===== src/common/pdo_map.vh =====
/*
  register offsets, field positions, reset values and override
  constants for the port override block; definitions only.
*/
`ifndef PDO_MAP_VH
`define PDO_MAP_VH

// register word indices (byte address is four times the index)
`define PDO_IDX_PA_LATCH 4'h0
`define PDO_IDX_PA_DIR 4'h1
`define PDO_IDX_PA_PINS 4'h2
`define PDO_IDX_PB_LATCH 4'h3
`define PDO_IDX_PB_DIR 4'h4
`define PDO_IDX_PB_PINS 4'h5
`define PDO_IDX_PD_LATCH 4'h6
`define PDO_IDX_PD_DIR 4'h7
`define PDO_IDX_PD_PINS 4'h8
`define PDO_IDX_CTRL 4'h9
`define PDO_IDX_FUNC 4'hA

// implemented bit masks
`define PDO_PA_MASK 8'h07
`define PDO_PB_MASK 8'hFF
`define PDO_PD_MASK 8'h7F

// reset values
`define PDO_LATCH_RST 8'h00
`define PDO_DIR_RST 8'h00
`define PDO_CTRL_RST 8'h00

// control register fields
`define PDO_CTRL_PUD 0
`define PDO_CTRL_TIMER0_CLOCK_SELECT_MID 1
`define PDO_CTRL_TIMER0_CLOCK_SELECT_HI 2

// pin-function register fields (peripheral enables)
`define PDO_FN_TX_EN 0
`define PDO_FN_RX_EN 1
`define PDO_FN_XCK_OUT 2
`define PDO_FN_XCK_IN 3
`define PDO_FN_SYSTEM_CLOCK_OUTPUT 4
`define PDO_FN_EXT_INTERRUPT_ZERO 5
`define PDO_FN_EXT_INTERRUPT_ONE 6
`define PDO_FN_T1 7
`define PDO_FN_ICP 8
`define PDO_FN_CMPB 9
`define PDO_FN_SYNC 10
`define PDO_FN_W 11

// port D bit positions
`define PDO_D_RXD 0
`define PDO_D_TXD 1
`define PDO_D_XCK 2
`define PDO_D_EXT_INTERRUPT_ONE 3
`define PDO_D_T0 4
`define PDO_D_T1 5
`define PDO_D_ICP 6

`endif


===== src/logic/pdo_pin_cell.v =====
/*
  one port pin: merges override signals with the port registers and
  produces pad output, output enable, pull-up and sampled input.
  assumes inputs synchronous to the clock; pad is sampled twice.
*/
`timescale 1ns/100ps
module pdo_pin_cell (
  input wire i_clk,
  input wire i_rst,
  input wire i_latch,
  input wire i_dir,
  input wire i_pud,
  input wire i_pullup_override_enable,
  input wire i_pullup_override_value,
  input wire i_direction_override_enable,
  input wire i_direction_override_value,
  input wire i_port_value_override_enable,
  input wire i_port_value_override_value,
  input wire i_input_enable_override_enable,
  input wire i_input_enable_override_value,
  input wire i_sleep,
  input wire i_pad,
  output wire o_pad,
  output wire o_pad_oe,
  output wire o_pullup,
  output wire o_din
);
  // effective direction, value and input enable after override
  wire dir_eff;
  wire val_eff;
  wire die_eff;
  reg sync1_q;
  reg sync2_q;

  assign dir_eff = i_direction_override_enable ? i_direction_override_value : i_dir;
  assign val_eff = i_port_value_override_enable ? i_port_value_override_value : i_latch;
  // normal pull-up: input, latch high, not globally disabled
  assign o_pullup = i_pullup_override_enable ? i_pullup_override_value : (~dir_eff & i_latch & ~i_pud);
  assign o_pad = val_eff;
  assign o_pad_oe = dir_eff;
  // digital input gated only in sleep unless an override forces it on
  assign die_eff = i_input_enable_override_enable ? i_input_enable_override_value : ~i_sleep;

  // two-stage sampler; first stage feeds only the second
  always @(posedge i_clk or posedge i_rst) begin
    if (i_rst) begin
      sync1_q <= 1'b0;
      sync2_q <= 1'b0;
    end else begin
      sync1_q <= i_pad & die_eff;
      sync2_q <= sync1_q;
    end
  end
  assign o_din = sync2_q;
endmodule // pdo_pin_cell


===== src/logic/pdo_port_ctrl.v =====
/*
  port A/B/D registers with Port D alternate function overrides,
  reached over an Avalon-MM slave with waitrequest.
  assumes peripherals supply their enables and outputs synchronously.
*/
`timescale 1ns/100ps
`include "pdo_map.vh"
module pdo_port_ctrl (
  input wire I_CLK,
  input wire I_SYS_RST,
  // avalon-mm slave
  input wire [5:0] I_AVS_ADDRESS,
  input wire I_AVS_READ,
  input wire I_AVS_WRITE,
  input wire [31:0] I_AVS_WRITEDATA,
  input wire [3:0] I_AVS_BYTEENABLE,
  output wire [31:0] O_AVS_READDATA,
  output wire O_AVS_WAITREQUEST,
  output wire [1:0] O_AVS_RESPONSE,
  // peripheral side
  input wire I_TX_DATA,
  input wire I_XCK_OUT,
  input wire I_SYS_CLK_LEVEL,
  input wire I_CMPB_VALUE,
  input wire I_SLEEP,
  output wire O_RX_DATA,
  output wire O_XCK_IN,
  output wire O_TIMER0_CLK,
  output wire O_TIMER1_CLK,
  output wire O_CAPTURE_IN,
  output wire O_EXT_INTERRUPT_ZERO_IN,
  output wire O_EXT_INTERRUPT_ONE_IN,
  // pads
  input wire [2:0] I_PA_PAD,
  input wire [7:0] I_PB_PAD,
  input wire [6:0] I_PD_PAD,
  output wire [2:0] O_PA_PAD,
  output wire [2:0] O_PA_OE,
  output wire [2:0] O_PA_PULLUP,
  output wire [7:0] O_PB_PAD,
  output wire [7:0] O_PB_OE,
  output wire [7:0] O_PB_PULLUP,
  output wire [6:0] O_PD_PAD,
  output wire [6:0] O_PD_OE,
  output wire [6:0] O_PD_PULLUP
);
  // port registers
  reg [2:0] pa_latch_q;
  reg [2:0] pa_dir_q;
  reg [7:0] pb_latch_q;
  reg [7:0] pb_dir_q;
  reg [6:0] pd_latch_q;
  reg [6:0] pd_dir_q;
  reg [2:0] ctrl_q; // timer select bits and pull-up disable for every pin but pd0 under the receiver, whose pull-up it enables
  reg [`PDO_FN_W-1:0] func_q; // peripheral pin-function enables
  // answer path
  reg ack_q; // one-cycle answer phase
  reg [31:0] rdata_q;
  reg [1:0] resp_q;
  reg [31:0] rdata_d;
  reg hit_d;
  // sampled pad levels
  wire [2:0] pa_din;
  wire [7:0] pb_din;
  wire [6:0] pd_din;
  // port D override vectors
  reg [6:0] pullup_override_enable;
  reg [6:0] pullup_override_value;
  reg [6:0] direction_override_enable;
  reg [6:0] direction_override_value;
  reg [6:0] port_value_override_enable;
  reg [6:0] port_value_override_value;
  reg [6:0] input_enable_override_enable;
  wire global_pullup_disable;
  wire t0_sel;
  wire tx_en;
  wire rx_en;
  wire xck_drv;
  wire xck_rx;
  wire req;
  wire [3:0] idx;
  // merged write bytes, masked; the registers keep only their low bits
  wire [7:0] pa_latch_nx;
  wire [7:0] pa_dir_nx;
  wire [7:0] pd_latch_nx;
  wire [7:0] pd_dir_nx;

  assign global_pullup_disable = ctrl_q[`PDO_CTRL_PUD];
  assign t0_sel = ctrl_q[`PDO_CTRL_TIMER0_CLOCK_SELECT_HI] & ctrl_q[`PDO_CTRL_TIMER0_CLOCK_SELECT_MID];
  assign tx_en = func_q[`PDO_FN_TX_EN];
  assign rx_en = func_q[`PDO_FN_RX_EN];
  // transfer clock used only in synchronous mode
  assign xck_drv = func_q[`PDO_FN_SYNC] & func_q[`PDO_FN_XCK_OUT];
  assign xck_rx = func_q[`PDO_FN_SYNC] & func_q[`PDO_FN_XCK_IN];

  // byte-lane merge for the low lane; of the other lanes only lane 1 holds data, for the function register
  function [7:0] lane0;
    input [7:0] old_v;
    input [31:0] wd;
    input [3:0] be;
    begin
      lane0 = be[0] ? wd[7:0] : old_v;
    end
  endfunction

  // word index decode: true for every index up to the function register; alignment is not checked here
  function mapped;
    input [3:0] ix;
    begin
      mapped = (ix <= `PDO_IDX_FUNC);
    end
  endfunction

  // byte merge masked to the implemented bits, cut on store
  assign pa_latch_nx = lane0({5'h00, pa_latch_q}, I_AVS_WRITEDATA,
                             I_AVS_BYTEENABLE) & `PDO_PA_MASK;
  assign pa_dir_nx = lane0({5'h00, pa_dir_q}, I_AVS_WRITEDATA,
                           I_AVS_BYTEENABLE) & `PDO_PA_MASK;
  assign pd_latch_nx = lane0({1'b0, pd_latch_q}, I_AVS_WRITEDATA,
                             I_AVS_BYTEENABLE) & `PDO_PD_MASK;
  assign pd_dir_nx = lane0({1'b0, pd_dir_q}, I_AVS_WRITEDATA,
                           I_AVS_BYTEENABLE) & `PDO_PD_MASK;

  // a request is answered the cycle after it is seen
  assign req = (I_AVS_READ | I_AVS_WRITE) & ~ack_q;
  assign idx = I_AVS_ADDRESS[5:2];
  assign O_AVS_WAITREQUEST = ~ack_q;
  assign O_AVS_READDATA = rdata_q;
  assign O_AVS_RESPONSE = resp_q;

  // read mux; unimplemented bits read as zero
  always @* begin
    rdata_d = 32'h0000_0000;
    hit_d = mapped(idx);
    case (idx)
      `PDO_IDX_PA_LATCH: rdata_d[2:0] = pa_latch_q;
      `PDO_IDX_PA_DIR: rdata_d[2:0] = pa_dir_q;
      `PDO_IDX_PA_PINS: rdata_d[2:0] = pa_din;
      `PDO_IDX_PB_LATCH: rdata_d[7:0] = pb_latch_q;
      `PDO_IDX_PB_DIR: rdata_d[7:0] = pb_dir_q;
      `PDO_IDX_PB_PINS: rdata_d[7:0] = pb_din;
      `PDO_IDX_PD_LATCH: rdata_d[6:0] = pd_latch_q;
      `PDO_IDX_PD_DIR: rdata_d[6:0] = pd_dir_q;
      `PDO_IDX_PD_PINS: rdata_d[6:0] = pd_din;
      `PDO_IDX_CTRL: rdata_d[2:0] = ctrl_q;
      `PDO_IDX_FUNC: rdata_d[`PDO_FN_W-1:0] = func_q;
      default: rdata_d = 32'h0000_0000;
    endcase
  end

  // bus answer and register writes; write lands on the answer edge
  always @(posedge I_CLK or posedge I_SYS_RST) begin
    if (I_SYS_RST) begin
      ack_q <= 1'b0;
      rdata_q <= 32'h0000_0000;
      resp_q <= 2'h0;
      pa_latch_q <= 3'h0;
      pa_dir_q <= 3'h0;
      pb_latch_q <= `PDO_LATCH_RST;
      pb_dir_q <= `PDO_DIR_RST;
      pd_latch_q <= 7'h00;
      pd_dir_q <= 7'h00;
      ctrl_q <= 3'h0;
      func_q <= {`PDO_FN_W{1'b0}};
    end else begin
      ack_q <= req;
      if (req) begin
        // unmapped or misaligned: slave error; unmapped words read zero, misaligned reads return the register
        resp_q <= (hit_d && I_AVS_ADDRESS[1:0] == 2'h0) ? 2'h0 : 2'h2;
        rdata_q <= I_AVS_READ ? rdata_d : 32'h0000_0000;
      end
      // write lands on the edge where the master sees waitrequest low
      if (ack_q && I_AVS_WRITE && I_AVS_ADDRESS[1:0] == 2'h0) begin
        case (idx)
          `PDO_IDX_PA_LATCH:
            pa_latch_q <= pa_latch_nx[2:0];
          `PDO_IDX_PA_DIR:
            pa_dir_q <= pa_dir_nx[2:0];
          `PDO_IDX_PB_LATCH:
            pb_latch_q <= lane0(pb_latch_q, I_AVS_WRITEDATA,
                                I_AVS_BYTEENABLE);
          `PDO_IDX_PB_DIR:
            pb_dir_q <= lane0(pb_dir_q, I_AVS_WRITEDATA,
                              I_AVS_BYTEENABLE);
          `PDO_IDX_PD_LATCH:
            pd_latch_q <= pd_latch_nx[6:0];
          `PDO_IDX_PD_DIR:
            pd_dir_q <= pd_dir_nx[6:0];
          `PDO_IDX_CTRL:
            if (I_AVS_BYTEENABLE[0]) begin
              ctrl_q <= I_AVS_WRITEDATA[2:0];
            end
          `PDO_IDX_FUNC: begin
            if (I_AVS_BYTEENABLE[0]) begin
              func_q[7:0] <= I_AVS_WRITEDATA[7:0];
            end
            if (I_AVS_BYTEENABLE[1]) begin
              func_q[`PDO_FN_W-1:8] <= I_AVS_WRITEDATA[`PDO_FN_W-1:8];
            end
          end
          default: begin
            // pin registers and holes ignore writes
          end
        endcase
      end
    end
  end

  // port D override table
  always @* begin
    pullup_override_enable = 7'h00;
    pullup_override_value = 7'h00;
    direction_override_enable = 7'h00;
    direction_override_value = 7'h00;
    port_value_override_enable = 7'h00;
    port_value_override_value = 7'h00;
    input_enable_override_enable = 7'h00;
    pullup_override_enable[`PDO_D_RXD] = rx_en;
    pullup_override_value[`PDO_D_RXD] = pd_latch_q[`PDO_D_RXD] & global_pullup_disable;
    direction_override_enable[`PDO_D_RXD] = rx_en;
    direction_override_value[`PDO_D_RXD] = 1'b0;
    pullup_override_enable[`PDO_D_TXD] = tx_en;
    pullup_override_value[`PDO_D_TXD] = 1'b0;
    direction_override_enable[`PDO_D_TXD] = tx_en;
    direction_override_value[`PDO_D_TXD] = 1'b1;
    port_value_override_enable[`PDO_D_TXD] = tx_en;
    port_value_override_value[`PDO_D_TXD] = I_TX_DATA;
    // transfer clock output has priority over clock output
    // system clock on pd2 when transfer clock idle
    port_value_override_enable[`PDO_D_XCK] = xck_drv | func_q[`PDO_FN_SYSTEM_CLOCK_OUTPUT];
    port_value_override_value[`PDO_D_XCK] = xck_drv ? I_XCK_OUT : I_SYS_CLK_LEVEL;
    // interrupts force inputs on, clock input too
    input_enable_override_enable[`PDO_D_XCK] = func_q[`PDO_FN_EXT_INTERRUPT_ZERO] | xck_rx;
    input_enable_override_enable[`PDO_D_EXT_INTERRUPT_ONE] = func_q[`PDO_FN_EXT_INTERRUPT_ONE];
    // timer and capture inputs, compare b value
    input_enable_override_enable[`PDO_D_T0] = t0_sel;
    input_enable_override_enable[`PDO_D_T1] = func_q[`PDO_FN_T1];
    input_enable_override_enable[`PDO_D_ICP] = func_q[`PDO_FN_ICP];
    port_value_override_enable[`PDO_D_T1] = func_q[`PDO_FN_CMPB];
    port_value_override_value[`PDO_D_T1] = I_CMPB_VALUE;
  end

  // per-pin cells; direction one enables the driver
  genvar g;
  generate
    for (g = 0; g < 3; g = g + 1) begin : g_pa
      pdo_pin_cell u_cell (
        .i_clk(I_CLK), .i_rst(I_SYS_RST),
        .i_latch(pa_latch_q[g]), .i_dir(pa_dir_q[g]), .i_pud(global_pullup_disable),
        .i_pullup_override_enable(1'b0), .i_pullup_override_value(1'b0), .i_direction_override_enable(1'b0), .i_direction_override_value(1'b0),
        .i_port_value_override_enable(1'b0), .i_port_value_override_value(1'b0), .i_input_enable_override_enable(1'b0), .i_input_enable_override_value(1'b0),
        .i_sleep(I_SLEEP), .i_pad(I_PA_PAD[g]),
        .o_pad(O_PA_PAD[g]), .o_pad_oe(O_PA_OE[g]),
        .o_pullup(O_PA_PULLUP[g]), .o_din(pa_din[g])
      );
    end
    for (g = 0; g < 8; g = g + 1) begin : g_pb
      pdo_pin_cell u_cell (
        .i_clk(I_CLK), .i_rst(I_SYS_RST),
        .i_latch(pb_latch_q[g]), .i_dir(pb_dir_q[g]), .i_pud(global_pullup_disable),
        .i_pullup_override_enable(1'b0), .i_pullup_override_value(1'b0), .i_direction_override_enable(1'b0), .i_direction_override_value(1'b0),
        .i_port_value_override_enable(1'b0), .i_port_value_override_value(1'b0), .i_input_enable_override_enable(1'b0), .i_input_enable_override_value(1'b0),
        .i_sleep(I_SLEEP), .i_pad(I_PB_PAD[g]),
        .o_pad(O_PB_PAD[g]), .o_pad_oe(O_PB_OE[g]),
        .o_pullup(O_PB_PULLUP[g]), .o_din(pb_din[g])
      );
    end
    for (g = 0; g < 7; g = g + 1) begin : g_pd
      pdo_pin_cell u_cell (
        .i_clk(I_CLK), .i_rst(I_SYS_RST),
        .i_latch(pd_latch_q[g]), .i_dir(pd_dir_q[g]), .i_pud(global_pullup_disable),
        .i_pullup_override_enable(pullup_override_enable[g]), .i_pullup_override_value(pullup_override_value[g]), .i_direction_override_enable(direction_override_enable[g]),
        .i_direction_override_value(direction_override_value[g]), .i_port_value_override_enable(port_value_override_enable[g]), .i_port_value_override_value(port_value_override_value[g]),
        .i_input_enable_override_enable(input_enable_override_enable[g]), .i_input_enable_override_value(1'b1),
        .i_sleep(I_SLEEP), .i_pad(I_PD_PAD[g]),
        .o_pad(O_PD_PAD[g]), .o_pad_oe(O_PD_OE[g]),
        .o_pullup(O_PD_PULLUP[g]), .o_din(pd_din[g])
      );
    end
  endgenerate

  // peripheral inputs; pd4 to timer0 only when selected
  assign O_TIMER0_CLK = pd_din[`PDO_D_T0] & t0_sel;
  assign O_TIMER1_CLK = pd_din[`PDO_D_T1];
  assign O_CAPTURE_IN = pd_din[`PDO_D_ICP];
  assign O_EXT_INTERRUPT_ZERO_IN = pd_din[`PDO_D_XCK];
  assign O_EXT_INTERRUPT_ONE_IN = pd_din[`PDO_D_EXT_INTERRUPT_ONE];
  assign O_XCK_IN = pd_din[`PDO_D_XCK];
  assign O_RX_DATA = pd_din[`PDO_D_RXD] & rx_en;
endmodule // pdo_port_ctrl


===== config.mk =====
export PLATFORM = sky130hd
export DESIGN_NAME = pdo_port_ctrl
export DESIGN_NICKNAME = d
export VERILOG_FILES = /design/src/logic/pdo_pin_cell.v /design/src/logic/pdo_port_ctrl.v
export VERILOG_INCLUDE_DIRS = /design/src /design/src/common
export SDC_FILE = /design/constraint.sdc
export NUM_CORES = 1
export LEC_CHECK = 0
export ABC_AREA = 0
export BUFFER_PORTS_ARGS = -buffer_cell sky130_fd_sc_hd__buf_4
export CORE_MARGIN = 1.5
export CORE_UTILIZATION = 45
export DETAILED_ROUTE_END_ITERATION = 10
export PLACE_DENSITY = 0.72
export SYNTH_ARGS = -nofsm -noshare
export SYNTH_HDL_FRONTEND = slang
export SYNTH_SLANG_ARGS = --single-unit

===== constraint.sdc =====
create_clock -name I_CLK -period 4.28 [get_ports I_CLK]
set_clock_uncertainty 0.05 [all_clocks]
set_input_delay 0.642 -clock I_CLK [delete_from_list [all_inputs] [get_ports I_CLK]]
set_output_delay 0.642 -clock I_CLK [all_outputs]
set_load 0.1 [all_outputs]

; Word level (Yosys, flattened, before mapping)
; Cells that the tools add are included.
[totals]
mem_bits_rw = 0
latch_bits = 0
romBits = 0
reg_bits = 121
n_memories = 0
[classes]
n_mul = 0
order_cmp = 1
div_mod_pow = 0
eq_ne = 10
n_shift = 0
add_sub_neg = 0
bitwise = 85
n_mux = 19
n_reduce_logical = 14
[op_table]
columns = operator, n
row1 = AND 1 bit, 61
row2 = case mux 3 bit (11 select lines), 1
row3 = case mux 4 bit (7 select lines), 1
row4 = AND reduction 3 bit, 9
row5 = inverter 1 bit, 21
row6 = "== test 4 x 3 -> 1 bit, second input constant", 4
row7 = 2-to-1 mux 1 bit, 13
row8 = "== test 4 bit, second input constant", 3
row9 = 2-to-1 mux 11 bit, 1
row10 = "== test 4 x 2 -> 1 bit, second input constant", 2
row11 = "== test 4 x 1 -> 1 bit, second input constant", 1
row12 = "less-or-equal comparator 4 bit, second input constant", 1
row13 = zero test 4 bit, 1
row14 = case mux 1 bit (4 select lines), 1
row15 = logical AND 1 bit, 3
row16 = 2-to-1 mux 3 bit, 1
row17 = bitwise OR 1 bit, 3
row18 = zero test 2 bit, 1
row19 = 2-to-1 mux 2 bit, 1

; Logic depth before layout (Yosys ltp)
; Gate-level depths: netlist of the first run.
[depth]
word_depth = 5
mapped_depth = 6
mapped_depth_nobuf = 4

; Hierarchy
; Synthesis of the first run repeated with hierarchy kept, for this count alone.
[unflattened]
cells_unflattened = 517
area_unflattened_um2 = 5601.6
[by_module_without_submodules]
columns = mod, cells_each, instances, area_per_inst_um2
row1 = pdo_port_ctrl, 301, 1, 3462.1
row2 = pdo_pin_cell, 12, 18, 118.9

; Worst setup path after synthesis of the first run
; OpenSTA, ideal clock, no wires.
[synth_timing]
path_kind = reg2out
start = register g_pd[2].u_cell.sync2_q
end = output port O_XCK_IN
t_arrival_ns = 1.334
t_required_ns = 3.588
stages_incl_launch_ff = 2
path_slack_ns = 2.254
path_cell_list = dfrtp_1 buf_4
[synth_lines]
columns = element, line_no
row1 = "start, declared", pdo_pin_cell.v:33  ; reg sync2_q;
row2 = "start signal, assigned", pdo_pin_cell.v:51  ; sync2_q <= sync1_q;
row3 = "end, declared", pdo_port_ctrl.v:27  ; output wire O_XCK_IN,
; No word-level cell between the ends.

; Final worst setup path of the first run
[layout_timing]
start = register ctrl_q[0]
end = output port O_PD_PULLUP[0]
[layout_between]
elab_chain_cells = 3
word_cells_on_any_way = 4
cone_classes = mux (1) / bitwise (3)
[layout_rtl]
columns = element, line_no
row1 = "start, declared", pdo_port_ctrl.v:54  ; reg [2:0] ctrl_q;
row2 = "start signal, assigned", pdo_port_ctrl.v:191  ; ctrl_q <= I_AVS_WRITEDATA[2:0];
row3 = inverter 1 bit, pdo_pin_cell.v:38  ; assign o_pullup = i_pullup_override_enable ? i_pullup_override_value : (~dir_eff & i_latch & ~i_pud);
row4 = AND 1 bit, pdo_pin_cell.v:38
row5 = 2-to-1 mux 1 bit *, pdo_pin_cell.v:38
row6 = "end, declared", pdo_port_ctrl.v:45  ; output wire [6:0] O_PD_PULLUP
; Mark *: on every way between the ends. The rest lies on a longest branch, timed or not.

==> results of run 1 <==
[per-stage QoR]
| stage | worst slack [ns] | power [mW] |
|---|---|---|
| 6_report | 1.82 | 2.37 |
| 5_1_grt | 1.61 | 2.45 |
| 4_1_cts | 1.77 | 2.38 |
| 3_5_place_dp | 1.69 | 1.62 |
| 3_3_place_gp | 1.67 | 1.61 |
| 2_1_floorplan | 0.998 | 1.54 |
[cells in the final DEF, fill, tap and decap left out, types with 3 or more instances in the layout]
master / instances
a21boi_0: 4
a21oi_1: 7
a221oi_1: 6
a22oi_1: 3
a32oi_1: 7
and4b_1: 3
buf_4: 121
clkbuf_16: 9
clkinvlp_4: 3
conb_1: 22
dfrtp_1: 99
inv_1: 10
mux2_2: 35
mux2_4: 22
mux2i_1: 6
nand2_1: 19
nand2_8: 3
nand3_1: 3
nor2_1: 5
nor2b_1: 23
nor3_1: 3
nor3b_1: 18
o211ai_1: 3
o21ai_0: 6
o31ai_1: 4
[registers in the layout (all words and copies together) (netlist names), 8 cells and up]
register             flops
func_q                  11
g_pb.u_cell.sync1_q      8
pb_dir_q                 8
pb_latch_q               8
O_AVS_READDATA          11
g_pb.u_cell.o_din        8
[cell type report]
cell class | instances | area share
flip-flops and latches | 99 | 0.416
multi-input cells | 248 | 0.346
repair buffers | 121 | 0.153
clock buffers | 9 | 0.0378
well taps | 143 | 0.0300
clock inverters | 7 | 0.0101
inverters | 11 | 0.00735
[cells by family after synthesis]
group | share of synthesized area
buffers and inverters | 0.145
other | 0.000719
DFF | 0.475
and+or+nand+nor | 0.140
AOI/OAI and AO/OA | 0.0845
muxes | 0.155
[critical path, stage by stage (launching register included)]
cell and delay [ns]:
dfrtp_1 0.66, nor3_1 0.28, a21oi_1 0.06, nor2b_1 0.13, buf_4 0.29
[layer usage]
| layer | routed length, µm | up-vias | track usage |
|---|---|---|---|
| met3 | 620 | 13 | 0.0306 |
| li1 | - | 1539 | - |
| met5 | 0 | - | 0 |
| met2 | 5680 | 112 | 0.309 |
| met1 | 5320 | 1614 | 0.276 |
| met4 | 196 | 0 | 0.0718 |
[path summary, 6_finish.rpt]
path / from / endpoint / slack [ns] / depth (start not counted)
min: g_pd[6].u_cell.sync1_q$_DFF_PP0_ / g_pd[6].u_cell.o_din$_DFF_PP0_ / 0.29 / 0
min in group asynchronous: I_SYS_RST / g_pb[1].u_cell.sync1_q$_DFF_PP0_ / 0.44 / 2
min reg2reg: g_pd[6].u_cell.sync1_q$_DFF_PP0_ / g_pd[6].u_cell.o_din$_DFF_PP0_ / 0.29 / 0
max in group asynchronous: I_SYS_RST / O_AVS_READDATA[3]$_DFFE_PP0P_ / 2.82 / 3
max: ctrl_q[0]$_DFFE_PP0P_ / O_PD_PULLUP[0] / 1.82 / 4
max reg2reg: pa_dir_q[2]$_DFFE_PP0P_ / O_AVS_READDATA[2]$_DFFE_PP0P_ / 2.46 / 4
[power by group through the flow]
stage / Clock (mW) / Combinational, mW / Sequential [mW]
final: 0.767 / 0.578 / 1.02
after global routing: 0.823 / 0.600 / 1.03
after CTS: 0.782 / 0.580 / 1.02
after detailed placement: 0 / 0.579 / 1.04
after global placement: 0 / 0.575 / 1.04
after floorplan: 0 / 0.467 / 1.07
==> impl_metrics.ini, run 1 <==
[worst_setup_path]
worstSetupEndpointType = primary output
critical_path_class = flop to primary output
path_max_fanout = 21
arrival_ns = 1.77
startpoint_type = flop
cp_data_required_time_ns = 3.59

[routing]
via_per_inst = 5.14
drc = 0
firstDrtPassIters = 4
wirelength_um = 11800
ant_nets = 0
wl_per_cell_um = 18.5
drtIter0Drc = 203
vias = 3278

[power_and_ir_drop]
cellLeakagePower_nw = 2.97
switching_power_mw = 0.853
p_int_mw = 1.51
power_frac_comb = 0.244
pwr-share-seq = 0.431
clkPwrFrac = 0.324
swShare = 0.360
p_per_area_mw_per_mm2 = 397
ir_drop_uv = 201

[sta]
worst_pin_slew_ns = 0.862
period_minus_slack_ns = 2.46
relSlewSlack = 0.426
fmax_mhz = 406
rsz0062_at_grt = false
fin_tns_setup_ns = 0
fin_hold_ws_ns = 0.294
setup_viol = 0
final_max_slew_viol_count = 0
hold_violations = 0
fin_crit_sh = 0.575

[cts]
ctsHoldBuffers = 0
cts_setup_buffers = 0
h-tree-depth = 3
clk_pin_slew_ns = 0.07
clk-insertion-delay-late_ns = 0.34
cts.sinks = 99
cts_resized = 0
clock-root-buffer = clkbuf_16
cts.path.max_buffers = 2
numCtsBuffers = 9
cts_tree = built

[finish]
stdcell_area_mm2 = 0.00596
nets = 559
final_cell_count_no_fill = 638
multi_input_area_mm2 = 0.00206
area_growth_pct = 14.2
area.sequential_mm2 = 0.00248
fin_util = 0.524
fillers = 958
layout-drive-gt1-share = 0.422
antenna_cells = 0

[synthesis]
syn_area_mm2 = 0.00522
yosys.area.top_type_share = 0.475
synthCells = 432
netlist_top_cells_count = dfrtp_1 (99), buf_4 (80), mux2_2 (35)
synth_area_leaders = dfrtp_1 (48%), buf_4 (12%), mux2_2 (7.6%)
synth_largest_area_cell = dfrtp_1
yosysSeqAreaShare = 0.475
syn_avg_cell_area_um2 = 12.1
ys_async_sr_fraction = 1.00
ys_ff_latch = 99
yosysWarnings = 0
synth_cell_types = 64
synth_edf_count = 0
yosysMostFrequentCell = dfrtp_1
yosys_most_used_dff = dfrtp_1

[floorplanning]
core-area_mm2 = 0.0114
die_area_mm2 = 0.0122
initial_utilization = 0.459
die_w_um = 111
row_count = 39
io_pins = 165
die_h_um = 111

[grt]
antenna_found_initial = 0
grt_max_degree = 71
grt_pass1_wl_um = 18700
grt_pass1_vias = 3275
global_route.usage.total = 0.196
grt-ovfl-total = 0

[placed_design]
io_buffers = 119
place_area_mm2 = 0.00567
routabilityCongestion = 0.872
dp.cells = 622
dp_hpwl_um = 8550

[status]
status = complete, no violations

[run]
max-cap-violations = 0

[min_path]
hp-class = flop to flop
(Power assumes the default switching activity.)
==> run 2, diff against run 1 <==
==> constraint.sdc (replaced) <==
create_clock -name I_CLK -period 2.5 [get_ports I_CLK]
set_clock_uncertainty 0.05 [all_clocks]
set_input_delay 0.375 -clock I_CLK [delete_from_list [all_inputs] [get_ports I_CLK]]
set_output_delay 0.375 -clock I_CLK [all_outputs]
set_load 0.1 [all_outputs]
==> impl_metrics.ini, run 2 (synthesis gave the netlist of run 1 again) <==
[status]
status = complete, no violations

[routing]
vias = 3386
wirelength_um = 11900
via_per_inst = 5.27
drtIter0Drc = 164
wl_per_cell_um = 18.4
drc = 0
ant_nets = 0
firstDrtPassIters = 4

[power_and_ir_drop]
p_per_area_mw_per_mm2 = 677
power_frac_comb = 0.246
ir_drop_uv = 332
p_int_mw = 2.60
pwr-share-seq = 0.429
switching_power_mw = 1.47
swShare = 0.360
clkPwrFrac = 0.325
cellLeakagePower_nw = 3.01

[worst_setup_path]
max_stage_delay_ns = 0.58
crit_buf_inv = 2
r2r_slack_ns = 0.74
cp_data_required_time_ns = 2.08
critical_path_class = flop to primary output
reg2reg_to = O_AVS_READDATA[0]$_DFFE_PP0P_
crit_family = buffers and inverters
path_cells = buf_4 > nor3b_1 > buf_4
path_max_fanout = 15
reg2reg_from = ctrl_q[0]$_DFFE_PP0P_
reg2reg_depth = 5
arrival_ns = 1.73
crit_top_cell = buf_4
critPathSlowestCell = dfrtp_1
startpoint_type = flop
worstSetupEndpointType = primary output

[grt]
met3_usage = 0.0476
grt-ovfl-total = 0
grt_pass1_wl_um = 18800
global_route.usage.total = 0.197
grt_max_degree = 100
use_met2 = 0.314
antenna_found_initial = 0
use_met1 = 0.267
top_usage_layer = met2
grt_pass1_vias = 3404

[sta]
hold_violations = 0
final_max_slew_viol_count = 0
fin_crit_sh = 0.860
period_minus_slack_ns = 2.15
worst_pin_slew_ns = 0.572
setup_viol = 0
rsz0062_at_grt = false
fin_tns_setup_ns = 0
fmax_mhz = 465
relSlewSlack = 0.609

[cts]
cts.sinks = 99
clk_pin_slew_ns = 0.07
clk-insertion-delay-late_ns = 0.34
h-tree-depth = 3
cts.path.max_buffers = 2
cts_setup_buffers = 0
cts_tree = built
ctsHoldBuffers = 0
numCtsBuffers = 9
clock-root-buffer = clkbuf_16
cts_resized = 0

[floorplanning]
die_w_um = 111
die_h_um = 111
initial_utilization = 0.459
core-area_mm2 = 0.0114
row_count = 39
io_pins = 165
die_area_mm2 = 0.0122

[finish]
area_growth_pct = 15.2
final_common_cell = buf_4
nets = 564
antenna_cells = 0
layout-drive-gt1-share = 0.428
layout_common_cells = buf_4 (125), dfrtp_1 (99), mux2_2 (35)
stdcell_area_mm2 = 0.00601

[placed_design]
routabilityCongestion = 0.907
place_area_mm2 = 0.00572
dp_hpwl_um = 8590
io_buffers = 119

[min_path]
hp-class = input pin to async pin

[run]
max-cap-violations = 0
run 2: layout make-up:
| cell class | instances | area [µm²] |
|---|---|---|
| inverter | 11 | 45.0 |
| tap | 143 | 179 |
| timing repair buffer | 126 | 958 |
| clock buffer | 9 | 225 |
| sequential | 99 | 2480 |
| clock inverter | 7 | 60.1 |
| fill | 995 | 5360 |
| multi-input combinational | 248 | 2060 |
run 2: metrics by stage:
stage / util / power, mW / worst slack [ns] / hold WS, ns / instances
floorplan: - / 2.63 / 0.741 / 0.281 / 453
global placement: 0.503 / 2.77 / 0.429 / 0.281 / 627
detailed placement: 0.503 / 2.78 / 0.440 / 0.285 / 627
CTS: 0.528 / 4.10 / 0.309 / 0.156 / 643
global route: 0.528 / 4.22 / 0.258 / 0.184 / 643
finish: 0.528 / 4.07 / 0.350 / 0.120 / 643
run 2: metal layers:
metal  wire [µm]  up-vias  share of wire
met5           0        -              0
met4         103        0         0.0087
met3         721        4          0.061
met2        5920      130           0.50
met1        5110     1703           0.43
li1            -     1549              -
run 2: worst reg2reg max path: cells and delay by family (launching register included):
family | cells | cell delay [ns]
flops | 1 | 0.58
compound gates | 3 | 0.56
buf+inv | 1 | 0.28
simple gates | 1 | 0.19
run 2: power by group through the flow:
stage | clock, mW | combinational, mW | sequential, mW
3_3_place_gp | 0 | 0.993 | 1.77
6_report | 1.32 | 0.999 | 1.75
4_1_cts | 1.35 | 1.00 | 1.75
5_1_grt | 1.43 | 1.04 | 1.76
3_5_place_dp | 0 | 1.00 | 1.78
2_1_floorplan | 0 | 0.801 | 1.83
run 2: worst max path at each step:
stage / from / to / depth (start not counted)
global placement: I_AVS_ADDRESS[2] / O_AVS_READDATA[2]$_DFFE_PP0P_ / 5
finish: ctrl_q[0]$_DFFE_PP0P_ / O_PB_PULLUP[4] / 3
global route: ctrl_q[0]$_DFFE_PP0P_ / O_PB_PULLUP[4] / 3
detailed placement: I_AVS_ADDRESS[2] / O_AVS_READDATA[2]$_DFFE_PP0P_ / 5
floorplan: g_pd[2].u_cell.o_din$_DFF_PP0_ / O_XCK_IN / 1
CTS: ctrl_q[0]$_DFFE_PP0P_ / O_PD_PULLUP[4] / 3
==> run 3, diff against run 2 <==
--- a/config.mk
+++ b/config.mk
@@ -6,12 +6,13 @@
 export SDC_FILE = /design/constraint.sdc
 export NUM_CORES = 1
 export LEC_CHECK = 0
-export ABC_AREA = 0
+export ABC_AREA = 1
 export BUFFER_PORTS_ARGS = -buffer_cell sky130_fd_sc_hd__buf_4
 export CORE_MARGIN = 1.5
 export CORE_UTILIZATION = 45
 export DETAILED_ROUTE_END_ITERATION = 10
 export PLACE_DENSITY = 0.72
+export SKIP_LAST_GASP = 1
 export SYNTH_ARGS = -nofsm -noshare
 export SYNTH_HDL_FRONTEND = slang
 export SYNTH_SLANG_ARGS = --single-unit
==> impl_metrics.ini, run 3 <==
[status]
status = complete, no violations

[worst_setup_path]
arrival_ns = 1.85
path_max_fanout = 20
startpoint = ctrl_q[0]$_DFFE_PP0P_
cp-endpoint = O_PD_PULLUP[0]
reg2reg_from = ack_q$_DFF_PP0_
critical_path_class = flop to primary output
startpoint_type = flop
r2r_slack_ns = 0.72
worstSetupEndpointType = primary output
reg2reg_depth = 7
reg2reg_to = func_q[1]$_DFFE_PP0P_
cp_data_required_time_ns = 2.08

[finish]
stdcell_area_mm2 = 0.00572
final_common_cell = nand2_1
area_growth_pct = 15.0
layout_common_cells = nand2_1 (149), buf_4 (126), dfrtp_1 (99)
nets = 741
layout-drive-gt1-share = 0.238
antenna_cells = 0

[cts]
clk-insertion-delay-late_ns = 0.37
cts_setup_buffers = 0
ctsHoldBuffers = 0
h-tree-depth = 3
clock-root-buffer = clkbuf_8
cts_resized = 0
cts_tree = built
cts.path.max_buffers = 2
numCtsBuffers = 9
cts.sinks = 99
clk_pin_slew_ns = 0.10

[grt]
grt_pass1_wl_um = 18900
grt_pass1_vias = 3747
global_route.usage.total = 0.213
grt_max_degree = 100
grt-ovfl-total = 0
antenna_found_initial = 0

[floorplanning]
initial_utilization = 0.461
io_pins = 165
die_w_um = 108
core-area_mm2 = 0.0108
row_count = 38
die_area_mm2 = 0.0117
die_h_um = 108

[placed_design]
place_ws_ns = 0.522
routabilityCongestion = 0.943
dp_hpwl_um = 9090
place_area_mm2 = 0.00553
io_buffers = 119

[sta]
final_max_slew_viol_count = 0
fin_tns_setup_ns = 0
fin_crit_sh = 0.908
rsz0062_at_grt = false
setup_slack_ns = 0.229
setup_viol = 0
relSlewSlack = 0.482
period_minus_slack_ns = 2.27
fmax_mhz = 440
worst_pin_slew_ns = 0.777
hold_violations = 0

[synthesis]
synthCells = 604
ys_async_sr_fraction = 1.00
synth_area_leaders = dfrtp_1 (50%), buf_4 (12%), nand2_1 (11%)
synth_cell_types = 29
syn_area_mm2 = 0.00497
yosys_most_used_dff = dfrtp_1
synth_largest_area_cell = dfrtp_1
yosys.area.top_type_share = 0.498
syn_avg_cell_area_um2 = 8.23
ys_ff_latch = 99
netlist_top_cells_count = nand2_1 (149), dfrtp_1 (99), buf_4 (80)
yosysMostFrequentCell = nand2_1
yosysSeqAreaShare = 0.498
yosysWarnings = 0
synth_edf_count = 0

[min_path]
hp-class = input pin to async pin

[power_and_ir_drop]
switching_power_mw = 1.83
p_per_area_mw_per_mm2 = 743
cellLeakagePower_nw = 3.08
p_int_mw = 2.42
ir_drop_uv = 355
pwr-share-seq = 0.417
swShare = 0.431
total_power_mw = 4.25
power_frac_comb = 0.345
clkPwrFrac = 0.238

[routing]
wirelength_um = 12000
firstDrtPassIters = 5
vias = 4032
wl_per_cell_um = 14.6
ant_nets = 0
drtIter0Drc = 417
drc = 0
via_per_inst = 4.94

[run]
max-cap-violations = 0
==> run 3: changes by cell type in the layout (fill, tap and decap cells not counted), moves of 7 or more <==
cell | before | now
mux2_2 | 35 | 0
nor3b_1 | 18 | 0
a32oi_1 | 7 | 0
clkbuf_16 | 9 | 0
nor2_1 | 5 | 51
nor2b_1 | 23 | 0
inv_1 | 10 | 61
mux2_4 | 22 | 0
nand2_1 | 19 | 149
o21ai_0 | 6 | 60
nand3_1 | 3 | 41
nor3_1 | 3 | 18
clkbuf_8 | 0 | 9
==> run 3: how the worst min path moves through the flow <==
stage,start,to
2_1_floorplan,g_pa[0].u_cell.sync1_q$_DFF_PP0_,g_pa[0].u_cell.o_din$_DFF_PP0_
3_3_place_gp,g_pd[6].u_cell.sync1_q$_DFF_PP0_,g_pd[6].u_cell.o_din$_DFF_PP0_
3_5_place_dp,g_pb[2].u_cell.sync1_q$_DFF_PP0_,g_pb[2].u_cell.o_din$_DFF_PP0_
4_1_cts,I_SYS_RST,pa_dir_q[0]$_DFFE_PP0P_
5_1_grt,I_SYS_RST,pa_latch_q[0]$_DFFE_PP0P_
6_report,I_SYS_RST,pd_dir_q[1]$_DFFE_PP0P_
==> run 3: worst max-delay path, stage by stage, from the launching register on <==
cell and delay, ns:
dfrtp_1 0.86, xor2_1 0.14, nor3_1 0.17, buf_4 0.32
==> run 3: routing by layer <==
metal  routed length (µm)  track usage  part of all wire
met1                 4990        0.286              0.42
met2                 5550        0.330              0.46
met3                 1010       0.0446             0.085
met4                  405       0.0968             0.034
met5                    0            0                 0
==> run 3: power groups by stage <==
stage          clock (mW)  sequential (mW)  combinational (mW)
3_5_place_dp            0             1.80                1.47
4_1_cts              1.03             1.77                1.47
6_report             1.01             1.77                1.46
3_3_place_gp            0             1.80                1.46
5_1_grt              1.11             1.79                1.52
2_1_floorplan           0             1.90                1.20
==> run 3: metrics by stage <==
| stage | hold slack [ns] | util | cells |
|---|---|---|---|
| after detailed placement | 0.285 | 0.512 | 801 |
| final | 0.0943 | 0.530 | 816 |
| after floorplan | 0.281 | - | 625 |
| after CTS | 0.121 | 0.530 | 816 |
| after global routing | 0.126 | 0.530 | 816 |
| after global placement | 0.282 | 0.512 | 801 |
==> run 3: final cells by class <==
class,instances,area (µm²)
clock inverter,6,65.1
sequential,99,2480
clock buffer,9,124
inverter,65,249
fill,1016,5080
multi-input combinational,370,1660
tap,140,175
timing repair buffer,127,966
==> run 3: cell families after synthesis <==
logic type,count (synthesis),share of synthesized area
AOI/OAI and AO/OA,74,0.0800
xor gates and xnor gates,1,0.00176
buffers and inverters,156,0.183
DFF,99,0.498
other,1,0.000754
and+or+nand+nor,273,0.236
